### config.mk
export PLATFORM = sky130hd
export DESIGN_NAME = usi_indexer
export DESIGN_NICKNAME = d
export VERILOG_FILES = /design/src/shared/usi_pkg.sv /design/src/usi_indexer.sv /design/src/usi_oc_guard.sv
export SDC_FILE = /design/constraint.sdc
export NUM_CORES = 1
export LEC_CHECK = 0
export BUFFER_PORTS_ARGS = -buffer_cell sky130_fd_sc_hd__buf_2
export CORE_MARGIN = 5
export CORE_UTILIZATION = 38
export CTS_BUF_LIST = sky130_fd_sc_hd__clkbuf_16
export DETAILED_ROUTE_END_ITERATION = 6
export MAX_ROUTING_LAYER = met4
export SETUP_SLACK_MARGIN = 0.3
export SLEW_MARGIN = 20
export SYNTH_ARGS = -nofsm -noshare
export SYNTH_HDL_FRONTEND = slang
export SYNTH_SLANG_ARGS = --single-unit
### constraint.sdc
create_clock -name hclk -period 3 [get_ports hclk]
set_clock_uncertainty 0.05 [all_clocks]
set_input_delay 0.3 -clock hclk [delete_from_list [all_inputs] [get_ports hclk]]
set_output_delay 0.3 -clock hclk [all_outputs]
set_load 0.01 [all_outputs]
### src/shared/usi_pkg.sv
/*
  Shared constants and types of the unipolar stepper indexer: timing,
  register map, field positions, reset values and the mode and guard
  encodings.
  Assumes a 25 MHz logic clock; all cycle counts are derived from it.
*/
package usi_pkg;

	// Logic clock rate
	localparam int unsigned CLK_MHZ = 25;

	// Overcurrent deglitch, ns, and retry interval, us
	localparam int unsigned OC_DEGLITCH_NS = 3500;
	localparam int unsigned OC_RETRY_US = 1200;

	// A least time rounds up to whole cycles
	localparam int unsigned OC_DEGLITCH_CYC =
		(OC_DEGLITCH_NS * CLK_MHZ + 999) / 1000;
	localparam int unsigned OC_RETRY_CYC = OC_RETRY_US * CLK_MHZ;

	// Width of the guard counters, room for the retry count
	localparam int unsigned GUARD_CNT_W = 16;

	// Register byte offsets
	localparam logic [7:0] REG_STATUS = 8'h00;
	localparam logic [7:0] REG_CTRL = 8'h04;
	localparam logic [7:0] REG_STEPS = 8'h08;

	// Control register fields
	localparam int unsigned CTRL_FORCE_OFF = 0;
	localparam int unsigned CTRL_CLEAR_OC = 1;
	localparam int unsigned CTRL_CLEAR_STEPS = 2;
	localparam logic CTRL_FORCE_OFF_RST = 1'b0;

	// Status register fields
	localparam int unsigned ST_PHASE_LSB = 0;
	localparam int unsigned ST_HOME = 3;
	localparam int unsigned ST_OC_LSB = 4;
	localparam int unsigned ST_OVERHEAT = 8;
	localparam int unsigned ST_SUPPLY_LOW = 9;
	localparam int unsigned ST_MODE_LSB = 10;
	localparam int unsigned ST_FAULT_PIN = 12;
	localparam int unsigned ST_RESET_PIN = 13;

	// Positions in the synchroniser bank
	localparam int unsigned SY_STEP = 0;
	localparam int unsigned SY_DIR = 1;
	localparam int unsigned SY_MODE_LO = 2;
	localparam int unsigned SY_MODE_HI = 3;
	localparam int unsigned SY_EN_LOW = 4;
	localparam int unsigned SY_RESET = 5;
	localparam int unsigned SY_OC_LSB = 6;
	localparam int unsigned SY_OVERHEAT = 10;
	localparam int unsigned SY_SUPPLY_LOW = 11;
	localparam int unsigned SY_FAULT_PIN = 12;
	localparam int unsigned SY_W = 13;

	// Indexer position after any reset (state 1, home)
	localparam logic [2:0] PHASE_HOME = 3'h0;
	localparam logic [15:0] STEPS_RST = 16'h0000;

	// Step modes as selected by {mode_select_hi, mode_select_lo}
	typedef enum logic [1:0] {
		USI_MODE_FULL = 2'b00,
		USI_MODE_HALF = 2'b01,
		USI_MODE_WAVE = 2'b10,
		USI_MODE_RSVD = 2'b11
	} usi_mode_t;

	// Overcurrent guard states
	typedef enum logic [0:0] {
		USI_GUARD_WATCH = 1'b0,
		USI_GUARD_RETRY = 1'b1
	} usi_guard_t;

endpackage

### src/usi_indexer.sv
/*
  Unipolar stepper indexer top: synchronises the step/direction pins,
  walks the phase sequence, gates four low-side channels, runs the
  overcurrent, overheat and supply-low protection and offers status and
  control over an AHB-Lite slave.
  Assumes a single AHB-Lite master, the pins asynchronous to hclk, and
  the open-drain wires resolved outside from the enables.
*/
// Chosen here: the placing of the registers and the AHB-Lite interface to the registers.
`timescale 1ns/100ps
module usi_indexer #(
	parameter int unsigned RETRY_CYC = usi_pkg::OC_RETRY_CYC,
	parameter int unsigned DEGL_CYC = usi_pkg::OC_DEGLITCH_CYC
) (
	input wire logic hclk, // Logic and bus clock
	input wire logic hresetn, // Power-up reset, active low
	input wire logic hsel, // Slave select
	input wire logic [31:0] haddr, // Byte address
	input wire logic [1:0] htrans, // Transfer type
	input wire logic hwrite, // Write when high
	input wire logic [2:0] hsize, // Transfer size, word only
	input wire logic hready, // Bus ready
	input wire logic [31:0] hwdata, // Write data
	output logic [31:0] hrdata, // Read data
	output logic hreadyout, // Slave ready
	output logic hresp, // Always OKAY
	input wire logic step, // Step pin
	input wire logic dir, // Direction pin
	input wire logic mode_select_lo, // Mode select low bit
	input wire logic mode_select_hi, // Mode select high bit
	input wire logic drive_enable_low, // Output enable, active low
	input wire logic reset_pin, // Indexer reset, active high
	input wire logic [3:0] overcurrent_guard, // Limit level per channel
	input wire logic overheat_guard, // Die too hot
	input wire logic supply_low_lockout, // Motor supply too low
	output logic channel_one, // Low-side driver 1 on
	output logic channel_two, // Low-side driver 2 on
	output logic channel_three, // Low-side driver 3 on
	output logic channel_four, // Low-side driver 4 on
	input wire logic home_position_flag_low_i, // Home wire level
	output logic home_position_flag_low_o, // Home drive value
	output logic home_position_flag_low_oe_n, // Home pulls low
	input wire logic fault_flag_low_i, // Fault wire level
	output logic fault_flag_low_o, // Fault drive value
	output logic fault_flag_low_oe_n // Fault pulls low
);
	import usi_pkg::*;

	// Next position in the sequence of the given mode
	function automatic logic [2:0] usi_next_phase(
		input usi_mode_t m,
		input logic [2:0] p,
		input logic up
	);
		logic [1:0] q;
		q = p[1:0];
		if (m == USI_MODE_HALF)
			return up ? 3'(p + 3'h1) : 3'(p - 3'h1);
		else
			return {1'b0, up ? 2'(q + 2'h1) : 2'(q - 2'h1)};
	endfunction

	// Channel pattern, bit 0 is channel one
	function automatic logic [3:0] usi_pattern(
		input usi_mode_t m,
		input logic [2:0] p
	);
		logic [3:0] r;
		r = 4'h0;
		unique case (m)
		USI_MODE_FULL:
			unique case (p[1:0])
			2'h0: r = 4'h9;
			2'h1: r = 4'h3;
			2'h2: r = 4'h6;
			2'h3: r = 4'hC;
			endcase
		USI_MODE_HALF:
			unique case (p)
			3'h0: r = 4'h1;
			3'h1: r = 4'h3;
			3'h2: r = 4'h2;
			3'h3: r = 4'h6;
			3'h4: r = 4'h4;
			3'h5: r = 4'hC;
			3'h6: r = 4'h8;
			3'h7: r = 4'h9;
			endcase
		USI_MODE_WAVE:
			r = 4'(4'h1 << p[1:0]);
		USI_MODE_RSVD:
			r = 4'h0; // Never latched; kept safe
		endcase
		return r;
	endfunction

	// Pin synchroniser, two stages, then a step edge stage
	logic [SY_W-1:0] sync1_ff; // First stage, read by second only
	logic [SY_W-1:0] sync2_ff; // Settled pin levels
	logic step_d_ff; // Step level one cycle back
	logic home_s1_ff; // Home wire first stage
	logic home_s2_ff; // Home wire settled

	// Indexer state
	logic [2:0] phase_ff; // Position, 0 is home
	usi_mode_t mode_ff; // Mode taken at last step or clear
	logic [15:0] steps_ff; // Steps taken since clear

	// Outputs and control
	logic [3:0] chan_ff; // Registered channel drive
	logic home_ff; // Registered home pull
	logic fault_ff; // Registered fault pull
	logic force_off_ff; // Software channel kill

	// Bus data phase
	logic wr_pend_ff; // Write waiting for its data
	logic [7:0] wr_addr_ff; // Its offset
	logic [31:0] rdata_ff; // Read data for the data phase

	// Named views of the settled pins
	logic s_step, s_dir, s_en_low, s_reset, s_overheat, s_supply_low_lockout;
	logic [3:0] s_oc;
	usi_mode_t s_mode;

	// Derived conditions
	logic step_rise; // Synchronised rising edge of step, not yet qualified
	logic step_take; // Edge that moves the indexer
	logic logic_clear; // Pin reset or supply low
	logic [3:0] oc_fault; // Per channel overcurrent hold-off
	logic any_fault; // Any fault blocks stepping
	logic bus_take; // Address phase accepted
	logic wr_data; // Write data present now
	logic clear_oc_pulse; // Software overcurrent clear
	logic clear_steps_pulse; // Software step count clear
	logic [3:0] pattern; // Channels of present state

	assign s_step = sync2_ff[SY_STEP];
	assign s_dir = sync2_ff[SY_DIR];
	assign s_mode = usi_mode_t'({sync2_ff[SY_MODE_HI], sync2_ff[SY_MODE_LO]});
	assign s_en_low = sync2_ff[SY_EN_LOW];
	assign s_reset = sync2_ff[SY_RESET];
	assign s_oc = sync2_ff[SY_OC_LSB +: 4];
	assign s_overheat = sync2_ff[SY_OVERHEAT];
	assign s_supply_low_lockout = sync2_ff[SY_SUPPLY_LOW];

	// Two flops on every pin before any logic looks at it
	always_ff @(posedge hclk or negedge hresetn)
	if (!hresetn)
	begin
		sync1_ff <= '0;
		sync2_ff <= '0;
		step_d_ff <= 1'b0;
		home_s1_ff <= 1'b1;
		home_s2_ff <= 1'b1;
	end
	else
	begin
		sync1_ff <= {fault_flag_low_i, supply_low_lockout, overheat_guard,
			overcurrent_guard, reset_pin, drive_enable_low,
			mode_select_hi, mode_select_lo, dir, step};
		sync2_ff <= sync1_ff;
		step_d_ff <= sync2_ff[SY_STEP];
		home_s1_ff <= home_position_flag_low_i;
		home_s2_ff <= home_s1_ff;
	end

	// Pin reset and supply low both send the indexer home and clear the step count and the guards
	assign logic_clear = s_reset | s_supply_low_lockout;

	// Direction and mode travel the same two stages as step, so they are
	// seen as they stood at the step edge; the controller's setup covers it
	assign step_rise = s_step & ~step_d_ff;

	assign any_fault = (|oc_fault) | s_overheat;

	// One expression feeds both the indexer and the step counter, so the
	// count can never drift from the position that software reads back
	assign step_take = step_rise && !any_fault && s_mode != USI_MODE_RSVD;

	// Indexer: one state per qualified edge, held otherwise
	always_ff @(posedge hclk or negedge hresetn)
	if (!hresetn)
	begin
		phase_ff <= PHASE_HOME;
		mode_ff <= USI_MODE_FULL;
	end
	else if (logic_clear)
	begin
		phase_ff <= PHASE_HOME;
		mode_ff <= s_mode == USI_MODE_RSVD ? mode_ff : s_mode;
	end
	else if (step_take)
	begin
		// Enable pin plays no part here: the indexer runs while disabled
		phase_ff <= usi_next_phase(s_mode, phase_ff, s_dir);
		mode_ff <= s_mode;
	end
	// Reserved code, faults and no edge: hold

	// Count of steps taken, for software
	always_ff @(posedge hclk or negedge hresetn)
	if (!hresetn)
		steps_ff <= STEPS_RST;
	else if (logic_clear || clear_steps_pulse)
		steps_ff <= STEPS_RST;
	else if (step_take)
		steps_ff <= steps_ff + 16'h0001;

	// One guard per channel; the clear wins over a trip in its cycle
	for (genvar g = 0; g < 4; g++)
	begin : g_guard
		usi_oc_guard #(
			.DEGL_CYC(DEGL_CYC),
			.RETRY_CYC(RETRY_CYC),
			.CNT_W(GUARD_CNT_W)
		) u_guard (
			.hclk(hclk),
			.hresetn(hresetn),
			.clear(logic_clear | clear_oc_pulse),
			.limit(s_oc[g]),
			.fault(oc_fault[g])
		);
	end

	assign pattern = usi_pattern(mode_ff, phase_ff);

	// Channel drive: pattern gated by enable, software, protection
	always_ff @(posedge hclk or negedge hresetn)
	if (!hresetn)
		chan_ff <= 4'h0;
	else if (s_supply_low_lockout || s_overheat || s_en_low || force_off_ff)
		chan_ff <= 4'h0;
	else
		chan_ff <= pattern & ~oc_fault;

	assign channel_one = chan_ff[0];
	assign channel_two = chan_ff[1];
	assign channel_three = chan_ff[2];
	assign channel_four = chan_ff[3];

	// Open-drain flags; a home flag that follows the state alone
	always_ff @(posedge hclk or negedge hresetn)
	if (!hresetn)
	begin
		home_ff <= 1'b1;
		fault_ff <= 1'b0;
	end
	else
	begin
		home_ff <= (phase_ff == PHASE_HOME);
		// Supply low shuts all circuitry, so the fault pull lets go too
		fault_ff <= any_fault & ~s_supply_low_lockout;
	end

	assign home_position_flag_low_o = 1'b0;
	assign home_position_flag_low_oe_n = ~home_ff;
	assign fault_flag_low_o = 1'b0;
	assign fault_flag_low_oe_n = ~fault_ff;

	// AHB-Lite: zero wait states, OKAY always
	assign hreadyout = 1'b1;
	assign hresp = 1'b0;
	assign bus_take = hsel & hready & htrans[1];
	assign wr_data = wr_pend_ff;
	assign clear_oc_pulse = wr_data && wr_addr_ff == REG_CTRL &&
		hwdata[CTRL_CLEAR_OC];
	assign clear_steps_pulse = wr_data && wr_addr_ff == REG_CTRL &&
		hwdata[CTRL_CLEAR_STEPS];
	assign hrdata = rdata_ff;

	// Address phase: note writes, fetch read data for the data phase
	always_ff @(posedge hclk or negedge hresetn)
	if (!hresetn)
	begin
		wr_pend_ff <= 1'b0;
		wr_addr_ff <= 8'h00;
		rdata_ff <= 32'h0000_0000;
	end
	else
	begin
		// Writes above the map are dropped like reads there, so a stray
		// address can never alias onto the control register
		wr_pend_ff <= bus_take & hwrite & (haddr[31:8] == 24'h00_0000);
		wr_addr_ff <= haddr[7:0];
		rdata_ff <= 32'h0000_0000;
		// Full words only; hsize is not checked, narrower reads see a word
		if (bus_take && !hwrite && haddr[31:8] == 24'h00_0000)
		begin
			unique case (haddr[7:0])
			REG_STATUS:
			begin
				rdata_ff[ST_PHASE_LSB +: 3] <= phase_ff;
				rdata_ff[ST_HOME] <= ~home_s2_ff;
				rdata_ff[ST_OC_LSB +: 4] <= oc_fault;
				rdata_ff[ST_OVERHEAT] <= s_overheat;
				rdata_ff[ST_SUPPLY_LOW] <= s_supply_low_lockout;
				rdata_ff[ST_MODE_LSB +: 2] <= mode_ff;
				rdata_ff[ST_FAULT_PIN] <= ~sync2_ff[SY_FAULT_PIN];
				rdata_ff[ST_RESET_PIN] <= s_reset;
			end
			REG_CTRL:
				rdata_ff[CTRL_FORCE_OFF] <= force_off_ff;
			REG_STEPS:
				rdata_ff[15:0] <= steps_ff;
			default:
				rdata_ff <= 32'h0000_0000; // Unmapped reads as zero
			endcase
		end
	end

	// Data phase of a control write; other offsets ignore writes
	always_ff @(posedge hclk or negedge hresetn)
	if (!hresetn)
		force_off_ff <= CTRL_FORCE_OFF_RST;
	else if (wr_data && wr_addr_ff == REG_CTRL)
		force_off_ff <= hwdata[CTRL_FORCE_OFF];

	// hsize is accepted but unused: only word transfers are supported
	logic unused_hsize;
	assign unused_hsize = ^hsize;

endmodule // usi_indexer

### src/usi_oc_guard.sv
/*
  One overcurrent guard: deglitches a channel's current-limit level and,
  once tripped, holds the channel off for the retry interval.
  Assumes the limit input is already synchronous to hclk.
*/
`timescale 1ns/100ps
module usi_oc_guard #(
	parameter int unsigned DEGL_CYC = usi_pkg::OC_DEGLITCH_CYC,
	parameter int unsigned RETRY_CYC = usi_pkg::OC_RETRY_CYC,
	parameter int unsigned CNT_W = usi_pkg::GUARD_CNT_W
) (
	input wire logic hclk, // Logic clock
	input wire logic hresetn, // Async reset, active low
	input wire logic clear, // Immediate fault clear
	input wire logic limit, // Current limit active
	output logic fault // Channel held off
);
	import usi_pkg::*;

	usi_guard_t state_ff; // Watch or retry
	logic [CNT_W-1:0] cnt_ff; // Deglitch or retry count

	// Tracks the limit level, then times the off period
	always_ff @(posedge hclk or negedge hresetn)
	if (!hresetn)
	begin
		state_ff <= USI_GUARD_WATCH;
		cnt_ff <= '0;
	end
	else if (clear)
	begin
		// Clear beats a trip in the same cycle
		state_ff <= USI_GUARD_WATCH;
		cnt_ff <= '0;
	end
	else
	begin
		unique case (state_ff)
		USI_GUARD_WATCH:
		begin
			if (!limit)
				cnt_ff <= '0; // Glitch: start over
			else if (cnt_ff == CNT_W'(DEGL_CYC - 1))
			begin
				state_ff <= USI_GUARD_RETRY;
				cnt_ff <= '0;
			end
			else
				cnt_ff <= cnt_ff + 1'b1;
		end
		USI_GUARD_RETRY:
		begin
			if (cnt_ff == CNT_W'(RETRY_CYC - 1))
			begin
				state_ff <= USI_GUARD_WATCH;
				cnt_ff <= '0;
			end
			else
				cnt_ff <= cnt_ff + 1'b1;
		end
		endcase
	end

	assign fault = (state_ff == USI_GUARD_RETRY);

endmodule // usi_oc_guard

# Word level (Yosys, flattened, before mapping)
# Memories as Yosys holds them, arrays and structs flattened.
# Cells that the tools add are included.
# word_totals
out_inout_bits	42
ff_bits	150
rom_bits	32
mem_count	1
word_cells	155
# memory_table
name	words	width	read_ports	rd_ports_with_merged_regs	write_ports	line	source
(no name shown)	8	4	1	0	0	usi_indexer.sv:79	unique case (p)
# classes
mux	57
shift	1
n_eq_ne	21
n_addsub	9
bitwise	21
reduce_logical	22
# ops
cell	count
16-bit two-way mux	19
16-bit one-hot mux with 2 select lines	4
16-bit by 1-bit adder with 16-bit output, second input constant	5
16-bit by 15-bit equality test with 1-bit output, second input constant	4
16-bit by 7-bit equality test with 1-bit output, second input constant	4
4-bit one-hot mux with 4 select lines	2
13-bit one-hot mux with 2 select lines	1
24-bit logical NOT	1
8-bit by 3-bit equality test with 1-bit output, second input constant	2
1-bit two-way mux	16
3-bit two-way mux	4
2-bit equality test, second input constant	5
2-bit two-way mux	5
1-bit NOT	10
8-bit by 4-bit equality test with 1-bit output, second input constant	1
8-bit logical NOT	1
1-bit one-hot mux with 2 select lines	4
1-bit logical AND	7
1-bit AND	6
2-bit by 1-bit equality test with 1-bit output, second input constant	3
4-bit AND	1
2-bit logical NOT	2
1-bit logical OR	4
4-bit two-way mux	1
14 further kinds	19

# Logic depth before layout (Yosys ltp)
# Gate-level depths: netlist of the first run.
# depth
depth_word	7
depth_mapped	7
ltp_nobuf	6

# By module
# From an unflattened synthesis of the first run, not the netlist that was laid out.
# unflattened
cells_unflattened	673
hier_area_um2	7257.0
# modules_own_cells
module	area_each_um2	cells_each	n_inst
usi_indexer	3604.7	304	1
usi_oc_guard (g_guard[0].u_guard ...)	918.4	92	3
usi_oc_guard (g_guard[3].u_guard)	897.1	93	1

# Worst setup path before layout of the first run
# No wires, ideal clock.
# synth_path
path_type	flip-flop to flip-flop
startpoint	register g_guard[2].u_guard.state_ff
endpoint	register steps_ff[15]
path_stages_with_launch	7
required_time_ps	2814
n_path_buf	1
path_slack_ps	794
period_less_slack_ps	2206
arrival_time_ps	2020
path_cell_list	dfrtp_1 or4_1 a2111o_1 buf_6 nor4_1 xnor2_1 nor2_2
# synth_between
elab_chain_cells	6
# synth_rtl
item	line	source
from (decl)	usi_oc_guard.sv:20	usi_guard_t state_ff;
from (signal assigned)	usi_oc_guard.sv:27	state_ff <= USI_GUARD_WATCH;
from (signal assigned)	usi_oc_guard.sv:33	state_ff <= USI_GUARD_WATCH;
from (signal assigned)	usi_oc_guard.sv:45	state_ff <= USI_GUARD_RETRY;
4-bit OR reduction	usi_indexer.sv:174	assign any_fault = (|oc_fault) | s_overheat;
1-bit bitwise OR	usi_indexer.sv:174	
1-bit logical NOT	usi_indexer.sv:178	assign step_take = step_rise && !any_fault && s_mode != USI_MODE_RSVD;
1-bit logical AND (2 in a row)	usi_indexer.sv:178	
2-bit nonzero test (no source line)	-	
to (signal assigned)	usi_indexer.sv:207	steps_ff <= steps_ff + 16'h0001;
to (decl)	usi_indexer.sv:107	logic [15:0] steps_ff;
# Every way passes these cells.
# A chain may end at the register's enable or synchronous reset.

# Worst setup path after layout of the first run
# layout_path
startpoint	register g_guard[1].u_guard.state_ff
endpoint	register steps_ff[12]
# layout_between
elab_chain_cells	6
# layout_rtl
item	line
from (decl)	usi_oc_guard.sv:20
from (signal assigned)	usi_oc_guard.sv:27
from (signal assigned)	usi_oc_guard.sv:33
from (signal assigned)	usi_oc_guard.sv:45
4-bit OR reduction	usi_indexer.sv:174
1-bit bitwise OR	usi_indexer.sv:174
1-bit logical NOT	usi_indexer.sv:178
1-bit logical AND (2 in a row)	usi_indexer.sv:178
2-bit nonzero test (no source line)	-
# Every way passes these cells.

==> metrics, run 1 <==
total track usage between 10% and 20%; VDD IR max 0.000387 V; Worst setup SP type register; CTS clk-pin slew, worst paths 0.06 ns; Arr. time, crit path 2.81 ns; via-per-instance ratio between 4 and 5; unrepaired setup endpoints after global routing no; syn avg cell area between 10 and 15 um2; post-route insts no fill 1005; Layout Nets 866; Post-CTS Setup Inserts 0; CTS Sinks 150; worst slew pin tran 0.834 ns; r2r setup slk 0.42 ns; H-tree Lvls 4; Power Total 4.35 mW; post-route setup TNS 0 ns; most common cell after layout, fill and taps aside dfrtp_1; hold crit path type in2reg; worst path required time ~3.2 ns; final hold slack 0.0620 ns; Rel. slew slack 43.0%; CP Launch Point g_guard[1].u_guard.fault; # DRC 0; worst-path fanout max 21; DRT Pass-1 Iters 7; Area growth syn-to-layout 20.5%; Syn Std Cell Area 6850 um2; Vias approximately 5000; Inserted Diodes 0; Final Max Tran Viols 0; pin count of the biggest net entering global routing 53; reg2reg start g_guard[1].u_guard.fault; Initial Util 38.4%; fraction of registers with async set/reset 100%; Worst-Skew Late Latency 0.42 ns; CTS tree yes; initial antenna violation count 0; global-route wire length before repair 24600 um; Area contributors post-synth dfrtp_1 (54%), nor2_1 (6.4%), xnor2_1 (5.0%), xor2_1 (4.2%), ha_1 (2.6%); CP endpoint steps_ff[12]; CTS Buffer Depth 2; vias in the first global route 4991; Crit. End Element register; initial drt markers 276; Final min period roughly 2.6 ns; pwr/cell area 528 nW/um2; Final setup viols 0; Main synth FF type dfrtp_1; Most Crowded Layer GR met2; detailed placement HPWL 10500 um; FF-to-FF End steps_ff[12]; top cell type's share of synthesized area 53.7%; number of buffers created by CTS 17; Die X 144 um; commonest cells after routing, fill and taps aside dfrtp_1 (147), nor2_1 (116), buf_2 (75); GPL Wtd Cong a little over 0.9; max frequency 0.388 GHz; die area 20800 um2; final hold vios 0; row count 49; Post-Place Cells 951; Core ar. 17800 um2; max-cap viol count 0; kind of critical path reg2reg; I/O pins 130; Yosys top cell by area dfrtp_1; Mapped Cells 657; Netlist cell types 48; global routing met3 resource utilization 3.34%; part of the Yosys area used for sequential elements 54.9%; Ys Warns 0; post-route ant nets 0; number of synthesized flops with an enable pin 0; met2 Usage GRT between 20% and 30%; WL per Instance 14.5 um; layout cell share with drive strength beyond 1 16.8%; outcome finished, final reports clean; CTS root buffer clkbuf_16; WL final 14500 um; DIE HEIGHT 144 um; register bit total from synthesis 150; GRT overflow 0; Leakage 3.67 nW; global-route track usage on met1 19.7%; reg2reg path depth 5; fin crit share 85.9%; Port Buffers 76
## power by group
| part | leakage [nW] | switching (mW) | internal (mW) |
|---|---|---|---|
| clock | 0.271 | 0.838 | 1.22 |
| sequential | 2.00 | 0.0282 | 2.06 |
| combinational | 1.40 | 0.119 | 0.0837 |
| total | 3.67 | 0.985 | 3.37 |
## cells in the mapped netlist, types with 2 or more instances
cell type	instances
o21ai_0	6
and3_1	10
nand4_1	23
a211oi_1	2
and4b_1	2
o31ai_1	2
or4_1	6
a21o_1	5
nor2b_1	3
nor2_1	116
inv_1	21
xor2_1	33
nand2b_1	3
nor2_2	7
nand4b_1	3
nor3_1	21
and4_1	8
mux2i_1	15
nand3_1	31
xnor2_1	39
nor4_1	19
nor4bb_1	4
clkbuf_1	16
o311ai_1	2
buf_1	2
a2111oi_0	2
o22a_1	2
conb_1	2
nor4b_1	3
or3_1	2
buf_2	2
a21oi_1	15
and2_1	5
dfstp_2	3
nand2_1	31
dfrtp_1	147
ha_1	14
buf_4	20
## area by class of cell
class | instances | area (um2)
fillers | 1625 | 9590
flip-flops and latches | 150 | 3760
multi-input cells | 463 | 2840
repair buffers | 110 | 709
clock buffers | 17 | 425
well taps | 229 | 287
clock inverters | 15 | 155
inverters | 21 | 78.8
## cell families (layout without fill, tap and decap cells)
family	after synthesis	count (layout)	share of synthesized area, %
AND/OR/NAND/NOR	299	299	22.0
AO/OA/AOI/OAI	41	41	3.93
flip-flops	150	150	54.9
adder cells (fa/ha/maj)	15	15	2.85
buffers and inverters	62	163	4.64
other	2	20	0.110
multiplexers	16	16	2.36
XOR/XNOR	72	72	9.21
## state kept, by name, summed over array words and instances, names as in the netlist, 4 cells and up
signal / cells
sync1_ff: 13
steps_ff: 16
wr_addr_ff: 8
g_guard.u_guard.cnt_ff: 64
sync2_ff: 13
hrdata: 16
chan_ff: 4
g_guard.u_guard.fault: 4
## what timing repair did
action | CTS | global route
resized for setup | 0 | 0
hold endpoints to repair | 70 | 0
hold buffers | 22 | 0
## metrics by stage
step | instance area (um2) | utilization [%] | worst slack [ns]
after detailed placement | 7450 | 41.8 | 0.431
after global routing | 8250 | 46.2 | 0.328
after CTS | 8250 | 46.2 | 0.422
after global placement | 7450 | 41.8 | 0.483
after floorplan | 6910 | - | 0.794
final | 8250 | 46.2 | 0.422
## worst min path at each step
stage	end	slack, ns	cells after the start	from
2_1_floorplan	chan_ff[0]	-0.05	0	hresetn
3_3_place_gp	g_guard[0].u_guard.cnt_ff[3]	0.23	1	hresetn
3_5_place_dp	g_guard[0].u_guard.cnt_ff[3]	0.24	1	hresetn
4_1_cts	wr_data	0.04	3	hwrite
5_1_grt	wr_data	0.04	3	hwrite
6_report	wr_data	0.06	3	hwrite
## layer usage
metal	share of wire, %	up-vias
met5	0	-
met4	1.5	0
met3	4.0	16
met2	50	127
met1	45	2430
li1	-	2425
## critical path: stages (launching register included)
cell      delay [ns]
dfrtp_1         0.44
or4_1           0.54
a2111o_1        0.71
nor4_1          0.46
xnor2_1         0.19
nor2_2          0.04
Note: power is estimated with default switching activity, not from simulation.
==> run 2: changes to the inputs <==
Settings changed: ABC_AREA set to 1.
==> run 2 against run 1 <==
Net effect: cell area is 8.8% higher; die area is 10% higher; synthesized cell count is 41% higher; clock power is 4% lower; critical endpoint is now steps_ff[10]; largest cell class unchanged; largest power group unchanged.
==> metrics, run 2 <==
initial drt markers 361; vias in the first global route 5797; Crit. End Element register; H-tree Lvls 4; Die X between 150 and 200 um; placed cell areas 8200 um2; Area contributors post-synth dfrtp_1 (48%), nor2_1 (10%), nand2_1 (10%), inv_1 (4.8%), xor2_1 (4.0%); CTS tree yes; max frequency around 0.53 GHz; WL final 16500 um; CP Launch Point sync2_ff[11]; initial antenna violation count 0; detailed placement HPWL 12100 um; fraction of registers with async set/reset 100%; Worst-Skew Late Latency between 0.4 and 0.5 ns; Ys Warns 0; most common cell after layout, fill and taps aside nor2_1; post-route setup TNS 0 ns; Final min period 1.90 ns; final hold vios 0; total track usage between 10% and 20%; layout cell share with drive strength beyond 1 13.2%; WL per Instance 12.6 um; Worst setup SP type register; kind of critical path reg2reg; Post-Place Cells about 1300; worst setup margin 1.10 ns; Rel. slew slack between 40% and 50%; unrepaired setup endpoints after global routing no; commonest cells after routing, fill and taps aside nor2_1 (210), nand2_1 (203), dfrtp_1 (147); # DRC 0; Final setup viols 0; Filler cells 1966; CTS clk-pin slew, worst paths approximately 0.060 ns; Main synth FF type dfrtp_1; Syn Std Cell Area 7600 um2; CTS Sinks 150; pin count of the biggest net entering global routing just over 60; worst path required time 3.29 ns; max-cap viol count 0; syn avg cell area 8.21 um2; most frequent cell after synthesis nor2_1; via-per-instance ratio 4.57; Port Buffers 76; top cell type's share of synthesized area roughly 48%; GRT overflow 0; reg2reg start sync2_ff[11]; VDD IR max 0.000341 V; Biggest register g_guard.u_guard.cnt_ff; worst-path fanout max 12; CTS Buffer Depth 2; max FFs per register 64; Mapped Cells 926; most frequent cells after synthesis nor2_1 (210), nand2_1 (203), dfrtp_1 (147), inv_1 (98), nand3_1 (55); Post-CTS Resized 0; hold crit path type in2reg; dpl ws ~1.1 ns; Inserted Diodes 0; final hold slack 0.0778 ns; die area around 23000 um2; GPL Wtd Cong between 0.8 and 0.9; I/O pins 130; post-route ant nets 0; register bit total from synthesis 150; outcome finished, final reports clean; number of synthesized flops with an enable pin 0; row count 51; Leakage 4.07 nW; Final Max Tran Viols 0; Hold Crit Start hwrite; DIE HEIGHT roughly 150 um; post-route insts no fill 1313; global-route wire length before repair 27500 um; worst slew pin tran 0.900 ns; Area growth syn-to-layout 18.0%; Initial Util about two fifths; Core ar. around 20000 um2; Netlist cell types 38; Arr. time, crit path 2.19 ns; DRT Pass-1 Iters 5; part of the Yosys area used for sequential elements 49.4%; Layout Nets 1138; CTS root buffer clkbuf_16; Yosys top cell by area dfrtp_1; number of buffers created by CTS 17; fin crit share 63.4%; Post-Layout Inst Area 8980 um2; pwr/cell area 476 nW/um2; Vias 6006
## run 2: cell count changes after synthesis, moves of 9 or more
cell / before / now
nor4_1: 19 / 0
nor2_1: 116 / 210
nand3_1: 31 / 55
xnor2_1: 39 / 16
mux2i_1: 15 / 0
clkbuf_1: 16 / 1
and3_1: 10 / 0
a21oi_1: 15 / 6
a22oi_1: 0 / 11
nand2_1: 31 / 203
inv_1: 21 / 98
## run 2: layout make-up
type                    instances  area (um2)  area share (%)
clock inverters                15         123            1.37
repair buffers                102         652            7.26
multi-input cells             665        3320            36.9
flip-flops and latches        150        3760            41.9
clock buffers                  17         425            4.74
inverters                      99         372            4.14
well taps                     265         332            3.69
## run 2: metrics by stage
stage / power, mW / util (%)
2_1_floorplan: 2.22 / -
3_5_place_dp: 2.31 / 41.9
6_report: 4.28 / 45.8
4_1_cts: 4.34 / 45.8
5_1_grt: 4.45 / 45.8
3_3_place_gp: 2.31 / 41.9
## run 2: where the power goes
group,switching [mW],internal (mW)
logic,0.130,0.0771
clock network,0.790,1.19
registers,0.0258,2.06
total,0.945,3.33
## run 2: path summary, 6_finish.rpt
kind                                                  to  slack (ns)  cells past startpoint
min in group asynchronous  g_guard[3].u_guard.cnt_ff[11]        0.38                      2
setup / recovery                            steps_ff[10]        1.10                      5
max in group asynchronous                     home_s1_ff        1.70                      3
hold reg to reg                             sync2_ff[10]        0.30                      0
setup reg to reg                            steps_ff[10]        1.10                      5
hold / removal                                   wr_data        0.08                      3
## run 2: logic make-up after synthesis
kind of cell / count (synthesis) / share of synthesized area, %
AO/OA/AOI/OAI: 40 / 3.47
other: 2 / 0.0988
XOR/XNOR: 51 / 5.87
adder cells (fa/ha/maj): 15 / 2.57
buffers and inverters: 129 / 7.86
AND/OR/NAND/NOR: 538 / 30.6
multiplexers: 1 / 0.148
flip-flops: 150 / 49.4
## run 2: worst max-delay path, cell delays in order, from the launching register on
cell,delay [ns]
dfrtp_1,0.45
nor2_4,0.16
inv_2,0.08
a21oi_1,0.70
o21ai_0,0.22
nor2_1,0.17
## run 2: timing repair
action,in CTS,in global routing
hold buffers,23,0
hold endpoints to repair,81,0
buffers inserted,0,0
## run 2: routing by layer
metal | GRT usage, % | part of all wire (%) | vias up
met5 | - | 0 | -
met2 | 23.2 | 45 | 118
li1 | - | - | 3078
met1 | 20.6 | 49 | 2790
met4 | 4.44 | 1.5 | 0
met3 | 4.13 | 4.9 | 20
